File: src/core/rfio_pkg.sv
// constants, encodings and register map for the reader rf/io serial control block
package rfio_pkg;
	// clock and timing
	localparam int          CLK_PERIOD_NS  = 40;
	localparam int          PULSE_UNIT_NS  = 10_000_000;
	localparam int          PULSE_UNIT_CYC = (PULSE_UNIT_NS + CLK_PERIOD_NS - 1) / CLK_PERIOD_NS;
	localparam int          PCNT_W         = 28;
	// serial characters
	localparam logic [7:0]  CH_SOM         = 8'h23;
	localparam logic [7:0]  CH_CR          = 8'h0d;
	localparam logic [7:0]  CH_XON         = 8'h11;
	localparam logic [7:0]  CH_XOFF        = 8'h13;
	localparam int          CMD_MAX        = 6;
	// register byte offsets
	localparam logic [3:0]  REG_CONFIG     = 4'h0;
	localparam logic [3:0]  REG_STATUS     = 4'h4;
	localparam logic [3:0]  REG_CONTROL    = 4'h8;
	localparam logic [3:0]  REG_SERIAL     = 4'hc;
	// values after reset
	localparam logic [3:0]  BAUD_9600      = 4'h4;
	localparam logic [3:0]  STOP_1         = 4'h0;
	localparam logic [3:0]  PARITY_NONE    = 4'h0;
	localparam logic [3:0]  DATA_BITS      = 4'h8;
	localparam logic [3:0]  PULSE_LEN_RST  = 4'h0;
	localparam logic [1:0]  REPORT_RST     = 2'h0;
	localparam logic        CONTROL_RST    = 1'b1;
	// rf transmitter control
	typedef enum logic [1:0] {
		RFIO_RF_INPUT = 2'b00,
		RFIO_RF_OFF   = 2'b01,
		RFIO_RF_ON    = 2'b10,
		RFIO_RF_CW    = 2'b11
	} rfio_rf_e;
	// flow control
	typedef enum logic [1:0] {
		RFIO_FLOW_NONE = 2'b00,
		RFIO_FLOW_SW   = 2'b01,
		RFIO_FLOW_HW   = 2'b10
	} rfio_flow_e;
	// command parser
	typedef enum logic {
		RFIO_PS_IDLE    = 1'b0,
		RFIO_PS_COLLECT = 1'b1
	} rfio_pst_e;
endpackage

File: src/core/rfio_ctrl.sv
// reader rf gating, sense i/o and serial setup driven by host serial commands
// How it works
// - rf-by-input follows presence input
// - rf off and rf on commands
// - continuous wave held until rf command
// - no tag reading in continuous wave
// - auxiliary input only reported, never controls
// - change reports use tag report path
// - status query gives control, output, input codes
// - input inversion option, off after reset
// - predefined mode pulses both outputs per tag
// - no pulse in read-all or wiegand
// - pulse length set by command
// - direct output commands leave predefined mode
// - host control stays until predefined command
// - serial defaults 9600 8n1, basic, software flow
// - baud, stop and parity commands
// - serial changes accepted in any mode
// - basic or error correcting protocol select
// - xoff stops, xon resumes transmit
// - cts low stops transmit
// - flow control none, software or hardware
// - start-of-message character opens command
// - command and data mode codes
// - change report selection per input
//
// The address-and-strobe port and the address map were left to the implementer.
`timescale 1ns/10ps
module rfio_ctrl #(
	parameter int PULSE_UNIT = rfio_pkg::PULSE_UNIT_CYC
) (
	// clock and reset
	input  wire logic        clock,
	input  wire logic        arst_n,
	// received serial characters
	input  wire logic [7:0]  rx_byte,
	input  wire logic        rx_valid,
	// pins
	input  wire logic        presence_input,
	input  wire logic        auxiliary_input,
	input  wire logic        cts,
	// tag reader events
	input  wire logic        tag_unique_valid,
	input  wire logic        read_all_mode,
	input  wire logic        wiegand_mode,
	// register port
	input  wire logic [3:0]  reg_addr,
	input  wire logic [31:0] reg_wdata,
	input  wire logic        reg_wr,
	input  wire logic        reg_rd,
	output logic      [31:0] reg_rdata,
	// rf and sense outputs
	output logic             rf_enable,
	output logic             rf_cw,
	output logic             tag_read_enable,
	output logic             first_sense_output,
	output logic             second_sense_output,
	// serial setup and transmit gating
	output logic             tx_enable,
	output logic             data_mode,
	output logic             error_correcting_protocol,
	output logic      [3:0]  baud_sel,
	output logic      [3:0]  stop_sel,
	output logic      [3:0]  parity_sel,
	// reports and command results
	output logic             change_report,
	output logic      [1:0]  inputs_true,
	output logic             status_query,
	output logic             out_predefined,
	output logic             cmd_done,
	output logic             cmd_error
);
	import rfio_pkg::*;

	// ascii hex digit to nibble, bit 4 marks a valid digit
	function automatic logic [4:0] hex_nib(input logic [7:0] c);
		if (c >= 8'h30 && c <= 8'h39) begin
			hex_nib = {1'b1, c[3:0]};
		end else if ((c >= 8'h41 && c <= 8'h46) || (c >= 8'h61 && c <= 8'h66)) begin
			hex_nib = {1'b1, 4'(c[3:0] + 4'h9)};
		end else begin
			hex_nib = 5'h00;
		end
	endfunction

	// length and leading-digit match of a collected command
	function automatic logic cmd_is(input logic [2:0] len, input logic [23:0] word,
			input logic [2:0] want, input logic [2:0] fixed, input logic [23:0] pat);
		logic [23:0] mask;
		mask = ~(24'hffffff >> (5'(fixed) * 5'd4));
		cmd_is = (len == want) && ((word & mask) == pat);
	endfunction

	// reset release through two flops
	logic rst_s1_reg;
	logic rst_n;
	always_ff @(posedge clock or negedge arst_n) begin
		if (!arst_n) begin
			rst_s1_reg <= 1'b0;
			rst_n      <= 1'b0;
		end else begin
			rst_s1_reg <= 1'b1;
			rst_n      <= rst_s1_reg;
		end
	end

	// pin synchronisers
	logic [2:0] pin_s1_reg;
	logic [2:0] pin_s2_reg;
	always_ff @(posedge clock or negedge rst_n) begin
		if (!rst_n) begin
			pin_s1_reg <= 3'h0;
			pin_s2_reg <= 3'h0;
		end else begin
			pin_s1_reg <= {cts, auxiliary_input, presence_input};
			pin_s2_reg <= pin_s1_reg;
		end
	end

	// parser and configuration state
	rfio_pst_e   pst_reg;
	rfio_rf_e    rf_mode_reg;
	rfio_flow_e  flow_reg;
	logic [3:0]  nib_reg [CMD_MAX];
	logic [2:0]  len_reg;
	logic        bad_reg;
	logic        exec_reg;
	logic        xoff_reg;
	logic        invert_reg;
	logic        predef_reg;
	logic [1:0]  direct_reg;
	logic [3:0]  pulse_len_reg;
	logic [1:0]  report_sel_reg;
	logic        ecp_reg;
	logic        data_mode_reg;
	logic [3:0]  baud_reg;
	logic [3:0]  stop_reg;
	logic [3:0]  parity_reg;
	logic        accept_reg;
	logic [1:0]  prev_in_reg;
	logic [PCNT_W-1:0] pcnt_reg;

	// character classification
	wire [4:0]  rx_nib     = hex_nib(rx_byte);
	wire        rx_flow    = rx_valid && (rx_byte == CH_XON || rx_byte == CH_XOFF);
	wire        rx_cmd     = rx_valid && accept_reg && !rx_flow;
	wire        rx_som     = rx_cmd && rx_byte == CH_SOM;
	wire        rx_end     = rx_cmd && pst_reg == RFIO_PS_COLLECT && rx_byte == CH_CR;

	// command decode on the cycle after the terminator
	wire [23:0] word       = {nib_reg[0], nib_reg[1], nib_reg[2],
	                          nib_reg[3], nib_reg[4], nib_reg[5]};
	wire [3:0]  arg3       = nib_reg[2];
	wire [3:0]  arg4       = nib_reg[3];
	wire        go         = exec_reg && !bad_reg;
	wire        c_data     = go && cmd_is(len_reg, word, 3'd2, 3'd2, 24'h000000);
	wire        c_cmd      = go && cmd_is(len_reg, word, 3'd2, 3'd2, 24'h010000);
	wire        c_baud     = go && cmd_is(len_reg, word, 3'd4, 3'd3, 24'h100000);
	wire        c_stop     = go && cmd_is(len_reg, word, 3'd4, 3'd3, 24'h101000);
	wire        c_par      = go && cmd_is(len_reg, word, 3'd4, 3'd3, 24'h102000);
	wire        c_status   = go && cmd_is(len_reg, word, 3'd3, 3'd3, 24'h526000);
	wire        c_proto    = go && cmd_is(len_reg, word, 3'd3, 3'd2, 24'h610000)
	                         && arg3 <= 4'h1;
	wire        c_flow     = go && cmd_is(len_reg, word, 3'd4, 3'd3, 24'h614000)
	                         && arg4 <= 4'h2;
	wire        c_predef   = go && cmd_is(len_reg, word, 3'd3, 3'd3, 24'h621000);
	wire        c_direct   = go && cmd_is(len_reg, word, 3'd4, 3'd3, 24'h620000)
	                         && arg4 <= 4'h3;
	wire        c_rf       = go && cmd_is(len_reg, word, 3'd4, 3'd3, 24'h640000)
	                         && arg4 <= 4'h2;
	wire        c_rfin     = go && cmd_is(len_reg, word, 3'd3, 3'd3, 24'h641000);
	wire        c_pulse    = go && cmd_is(len_reg, word, 3'd3, 3'd2, 24'h670000);
	wire        c_inv      = go && cmd_is(len_reg, word, 3'd4, 3'd3, 24'h694000)
	                         && arg4 <= 4'h1;
	wire        c_rep      = go && cmd_is(len_reg, word, 3'd3, 3'd2, 24'h820000)
	                         && arg3 <= 4'h3;
	wire        known      = c_data | c_cmd | c_baud | c_stop | c_par | c_status
	                         | c_proto | c_flow | c_predef | c_direct | c_rf | c_rfin
	                         | c_pulse | c_inv | c_rep;

	// sensed inputs after optional inversion
	wire [1:0]  sensed     = pin_s2_reg[1:0] ^ {2{invert_reg}};
	wire        cts_s      = pin_s2_reg[2];
	wire        is_cw      = rf_mode_reg == RFIO_RF_CW;
	wire        rf_on_next = rf_mode_reg == RFIO_RF_ON || is_cw
	                         || (rf_mode_reg == RFIO_RF_INPUT && sensed[0]);
	wire [1:0]  in_change  = (sensed ^ prev_in_reg) & report_sel_reg;
	wire        rep_next   = data_mode_reg && (in_change != 2'b00);
	wire        tag_hit    = tag_unique_valid && predef_reg && !read_all_mode
	                         && !wiegand_mode && !is_cw;
	wire [PCNT_W-1:0] pload = PCNT_W'((32'(pulse_len_reg) + 32'd1) * 32'(PULSE_UNIT));
	wire        pulse_on   = pcnt_reg != '0;
	wire        tx_next    = flow_reg == RFIO_FLOW_SW ? !xoff_reg
	                         : flow_reg == RFIO_FLOW_HW ? cts_s : 1'b1;

	// register port decode
	wire        wr_ctl     = reg_wr && reg_addr == REG_CONTROL;
	wire [31:0] cfg_word   = {16'h0, data_mode_reg, flow_reg, ecp_reg, pulse_len_reg,
	                          report_sel_reg, direct_reg, predef_reg, invert_reg, rf_mode_reg};
	wire [31:0] sta_word   = {24'h0, xoff_reg, tx_enable, rf_enable,
	                          second_sense_output, first_sense_output, pulse_on, sensed};
	wire [31:0] ser_word   = {16'h0, DATA_BITS, parity_reg, stop_reg, baud_reg};
	wire [31:0] rd_word    = reg_addr == REG_CONFIG  ? cfg_word
	                       : reg_addr == REG_STATUS  ? sta_word
	                       : reg_addr == REG_CONTROL ? {31'h0, accept_reg}
	                       : reg_addr == REG_SERIAL  ? ser_word : 32'h0;

	// character collection between start-of-message and terminator
	always_ff @(posedge clock or negedge rst_n) begin
		if (!rst_n) begin
			pst_reg  <= RFIO_PS_IDLE;
			len_reg  <= 3'd0;
			bad_reg  <= 1'b0;
			exec_reg <= 1'b0;
			for (int i = 0; i < CMD_MAX; i++) begin
				nib_reg[i] <= 4'h0;
			end
		end else begin
			exec_reg <= rx_end;
			if (rx_som) begin
				pst_reg <= RFIO_PS_COLLECT;
				len_reg <= 3'd0;
				bad_reg <= 1'b0;
				for (int i = 0; i < CMD_MAX; i++) begin
					nib_reg[i] <= 4'h0;
				end
			end else if (rx_end) begin
				pst_reg <= RFIO_PS_IDLE;
			end else if (rx_cmd && pst_reg == RFIO_PS_COLLECT) begin
				if (rx_nib[4] && len_reg < 3'(CMD_MAX)) begin
					nib_reg[len_reg] <= rx_nib[3:0];
					len_reg          <= len_reg + 3'd1;
				end else begin
					bad_reg <= 1'b1;
				end
			end
		end
	end

	// rf, sense output and report configuration
	always_ff @(posedge clock or negedge rst_n) begin
		if (!rst_n) begin
			rf_mode_reg    <= RFIO_RF_INPUT;
			invert_reg     <= 1'b0;
			predef_reg     <= 1'b1;
			direct_reg     <= 2'b00;
			pulse_len_reg  <= PULSE_LEN_RST;
			report_sel_reg <= REPORT_RST;
			data_mode_reg  <= 1'b1;
		end else begin
			if (c_rf) begin
				rf_mode_reg <= rfio_rf_e'(arg4 == 4'h0 ? RFIO_RF_OFF
				             : arg4 == 4'h1 ? RFIO_RF_ON : RFIO_RF_CW);
			end else if (c_rfin) begin
				rf_mode_reg <= RFIO_RF_INPUT;
			end
			if (c_inv) begin
				invert_reg <= arg4[0];
			end
			if (c_direct) begin
				predef_reg <= 1'b0;
				direct_reg <= {arg4 == 4'h1 || arg4 == 4'h3,
				               arg4 == 4'h2 || arg4 == 4'h3};
			end else if (c_predef) begin
				predef_reg <= 1'b1;
			end
			if (c_pulse) begin
				pulse_len_reg <= arg3;
			end
			if (c_rep) begin
				report_sel_reg <= arg3[1:0];
			end
			if (c_data) begin
				data_mode_reg <= 1'b1;
			end else if (c_cmd) begin
				data_mode_reg <= 1'b0;
			end
		end
	end

	// serial port, protocol and flow control settings
	always_ff @(posedge clock or negedge rst_n) begin
		if (!rst_n) begin
			baud_reg   <= BAUD_9600;
			stop_reg   <= STOP_1;
			parity_reg <= PARITY_NONE;
			ecp_reg    <= 1'b0;
			flow_reg   <= RFIO_FLOW_SW;
			xoff_reg   <= 1'b0;
		end else begin
			if (c_baud) begin
				baud_reg <= arg4;
			end
			if (c_stop) begin
				stop_reg <= arg4;
			end
			if (c_par) begin
				parity_reg <= arg4;
			end
			if (c_proto) begin
				ecp_reg <= arg3[0];
			end
			if (c_flow) begin
				flow_reg <= rfio_flow_e'(arg4[1:0]);
			end
			// a flow character in the same cycle as a flow command still lands
			if (rx_flow && flow_reg == RFIO_FLOW_SW) begin
				xoff_reg <= rx_byte == CH_XOFF;
			end else if (c_flow) begin
				xoff_reg <= 1'b0;
			end
		end
	end

	// sense output pulse timer and input history
	always_ff @(posedge clock or negedge rst_n) begin
		if (!rst_n) begin
			pcnt_reg    <= '0;
			prev_in_reg <= 2'b00;
		end else begin
			prev_in_reg <= sensed;
			if (!predef_reg) begin
				pcnt_reg <= '0;
			end else if (tag_hit) begin
				pcnt_reg <= pload;
			end else if (pulse_on) begin
				pcnt_reg <= pcnt_reg - PCNT_W'(1);
			end
		end
	end

	// register port
	always_ff @(posedge clock or negedge rst_n) begin
		if (!rst_n) begin
			accept_reg <= CONTROL_RST;
			reg_rdata  <= 32'h0;
		end else begin
			if (wr_ctl) begin
				accept_reg <= reg_wdata[0];
			end
			reg_rdata <= reg_rd ? rd_word : 32'h0;
		end
	end

	// registered outputs
	always_ff @(posedge clock or negedge rst_n) begin
		if (!rst_n) begin
			rf_enable                 <= 1'b0;
			rf_cw                     <= 1'b0;
			tag_read_enable           <= 1'b0;
			first_sense_output        <= 1'b0;
			second_sense_output       <= 1'b0;
			tx_enable                 <= 1'b0;
			data_mode                 <= 1'b0;
			error_correcting_protocol <= 1'b0;
			baud_sel                  <= BAUD_9600;
			stop_sel                  <= STOP_1;
			parity_sel                <= PARITY_NONE;
			change_report             <= 1'b0;
			inputs_true               <= 2'b00;
			status_query              <= 1'b0;
			out_predefined            <= 1'b1;
			cmd_done                  <= 1'b0;
			cmd_error                 <= 1'b0;
		end else begin
			rf_enable                 <= rf_on_next;
			rf_cw                     <= is_cw;
			tag_read_enable           <= data_mode_reg && !is_cw;
			first_sense_output        <= predef_reg ? pulse_on : direct_reg[0];
			second_sense_output       <= predef_reg ? pulse_on : direct_reg[1];
			tx_enable                 <= tx_next;
			data_mode                 <= data_mode_reg;
			error_correcting_protocol <= ecp_reg;
			baud_sel                  <= baud_reg;
			stop_sel                  <= stop_reg;
			parity_sel                <= parity_reg;
			change_report             <= rep_next;
			inputs_true               <= sensed;
			status_query              <= c_status;
			out_predefined            <= predef_reg;
			cmd_done                  <= known;
			cmd_error                 <= exec_reg && !known;
		end
	end
endmodule // rfio_ctrl

File: config.mk
export PLATFORM = sky130hd
export DESIGN_NAME = rfio_ctrl
export DESIGN_NICKNAME = d
export VERILOG_FILES = /design/src/core/rfio_pkg.sv /design/src/core/rfio_ctrl.sv
export SDC_FILE = /design/constraint.sdc
export NUM_CORES = 1
export LEC_CHECK = 0
export BUFFER_PORTS_ARGS = -buffer_cell sky130_fd_sc_hd__clkbuf_2
export CAP_MARGIN = 40
export CORE_MARGIN = 10
export CORE_UTILIZATION = 57
export CTS_CLUSTER_SIZE = 16
export DETAILED_ROUTE_END_ITERATION = 8
export PLACE_DENSITY = 0.8
export SKIP_LAST_GASP = 1
export SYNTH_ARGS = -nofsm -noshare
export SYNTH_HDL_FRONTEND = slang
export SYNTH_SLANG_ARGS = --single-unit
File: constraint.sdc
create_clock -name clock -period 5.3 [get_ports clock]
set_input_delay 0.265 -clock clock [delete_from_list [all_inputs] [get_ports clock]]
set_output_delay 0.265 -clock clock [all_outputs]
set_load 0.05 [all_outputs]
==> impl_metrics.ini <==
[timing]
post-route-period-util_pct = 87.10
slew_viol_final = 0
finalHoldViolCount = 0
rsz0062_at_grt = false
tightest_slew_ns = 0.9921
max_freq_mhz = 216.6
relSlewSlack_pct = 32.93
setup_viol = 0
tns_ns = 0
fin_crit_ns = 4.616
skew_ns = 0.008407

[power_and_ir_drop]
p_leak_nw = 3.870
p_seq_share_pct = 43.0
ir_worst_vdd_mv = 0.2859
switching_share_pct = 24.82
p_int_mw = 1.935
power-per-cell-area_nw_per_um2 = 319.3
comb_power_share_pct = 8.8
p_sw_mw = 0.6391
total_power_mw = 2.575
pwr-share-clk_pct = 48.2

[critical_path]
end_kind = flop
crit_type = flop to flop
worstPathRequired_ns = 5.59
worstSetupStartpointType = flop
critPathMaxFanout = 14
arrival_ns = 4.91

[drt]
vias_per_cell = 6.018
drt_iter0_markers = 464
ant_nets = 0
wl_um = 17270
drc = 0
vias = 5537
wl_per_cell_um = 18.78
firstDrtPassIters = 5

[synth]
avgSynthCellArea_um2 = 10.13
synth_edf_count = 0
synth_cell_types = 64
synthSimpleGateAreaFrac_pct = 18.23
synth-seq-area-share_pct = 47.08
synthFlopType = dfrtp_1
synth_top_cell_area_share_pct = 44.44
synth_mux_area_share_pct = 6.774
async_flop_share_pct = 100.0
ys_ff_latch = 131
synthCells = 689
synth_top_family_by_area = simple AND/OR/NAND/NOR gates
synthAdderAreaFrac_pct = 7.921
synth.area.top_cells = dfrtp_1, ha_1, mux2_2
synthXorXnorAreaFrac_pct = 5.394
synth_compound_area_share_pct = 9.480
syn_area_um2 = 6982
yosysWarnings = 0
synth_area_leader_cell = dfrtp_1

[floorplan]
pin_count = 114
fp.dieH_um = 130.7
dieArea_um2 = 17080
core_area_um2 = 12010
start_util_pct = 58.12
rows = 40
die_x_um = 130.7

[global_routing]
antenna_found_initial = 0
grt_pass1_vias = 5638
grtUsageTotal_pct = 20.60
grt_max_degree = 68
grt_overflow = 0
grt_pass1_wl_um = 28130

[clocking]
post_cts_resized = 0
cts_hold_buf = 4
clkLatencyLatePin_ns = 0.42
postCtsSetupBuffers = 0
cts.htree.levels = 4
tritoncts = yes
clock-root-buffer = clkbuf_16
cts.sinks = 131
cts.clk_slew.worst_paths_ns = 0.06
numCtsBuffers = 17
cts_buffer_depth = 2

[hold_path]
min_path_type = primary input to flop

[placement]
place_congestion = 0.9077
dpl.hpwl_um = 12050
numPortBuffers = 66

[finish]
final_cell_mix = dfrtp_1, nor2_1, clkbuf_2, nand2_1, a21oi_1
syn2layout_area_growth_pct = 15.48
largest_reg_flops = 28
drive_gt1_share_pct = 18.76
mostFrequentLayoutCell = dfrtp_1
nets = 854
n_antenna_cell = 0

[outcome]
status = completed

[run]
cap_violations = 0
final cells by class:
cell class / instances / area (um^2)
sequential: 131 / 3291
tap: 147 / 183.9
clock inverter: 12 / 178.9
clock buffer: 20 / 446.7
timing repair buffer: 77 / 430.4
inverter: 35 / 131.4
fill: 895 / 3949
multi-input combinational: 498 / 3401
layer usage:
layer / vias up / part of all wire [%] / track usage [%]
met1: 2771 / 41 / 24.61
met4: 0 / 2.2 / 7.194
met5: - / 0 / 0
li1: 2539 / - / -
met2: 186 / 51 / 35.50
met3: 41 / 5.0 / 4.996
critical path: stages (launching register included):
cell and delay (ns):
dfrtp_1 0.69, ha_1 0.28, nand3_1 0.26, inv_1 0.39, ha_1 0.22, inv_1 0.06, fa_1 0.47, fa_1 0.51
inv_1 0.04, ha_1 0.37, a221oi_1 0.55, o221ai_1 0.22, a21oi_1 0.20, xnor2_1 0.14, o22ai_1 0.09
worst paths after layout:
path | end | slack [ns] | depth (start not counted) | start
max in group asynchronous | cmd_error | 3.55 | 1 | rst_n
max reg2reg | pcnt_reg[22] | 0.68 | 14 | pulse_len_reg[0]
min reg2reg | pin_s2_reg[0] | 0.35 | 0 | pin_s1_reg[0]
min in group asynchronous | rst_s1_reg | 0.17 | 2 | arst_n
max | pcnt_reg[22] | 0.68 | 14 | pulse_len_reg[0]
min | accept_reg | 0.08 | 2 | reg_wdata[0]
synthesized netlist by cell type, types with 11 or more instances:
cell type and count:
nor4_1 14, nand3_1 28, clkbuf_1 21, o21ai_0 24, xor2_1 15, dfrtp_1 124
mux2_2 24, nand2_1 46, nor2_1 68, nor2b_1 11, a21oi_1 38, buf_4 16
ha_1 33, inv_1 35, xnor2_1 28, nor3_1 18, nand4_1 13, mux2i_1 18
power groups by stage:
stage                     clock [mW]  combinational (mW)  sequential [mW]
after detailed placement           0               0.217             1.12
after floorplan                    0               0.169             1.12
final                           1.24               0.225             1.11
after global placement             0               0.209             1.12
after CTS                       1.25               0.224             1.11
after global routing            1.30               0.250             1.11
kinds of logic (layout without fill, tap and decap cells):
kind of cell	after synthesis	count (layout)
flip-flops	131	131
AO/OA/AOI/OAI	107	107
other	2	17
multiplexers	43	43
XOR/XNOR	43	43
AND/OR/NAND/NOR	247	247
buffers and inverters	75	144
adder cells (fa/ha/maj)	41	41
per-stage QoR:
step                area, um^2  instances  setup slack (ns)  utilization, %  hold slack (ns)
CTS                       8063        920            0.7063           67.13          0.07148
global route              8063        920            0.4691           67.13          0.07747
floorplan                 7038        704             1.273               -         -0.03059
detailed placement        7397        884            0.7141           61.58          0.05515
finish                    8063        920            0.6835           67.13          0.07774
global placement          7367        881            0.8448           61.33          0.05032
Note: power is estimated with default switching activity, not from simulation.
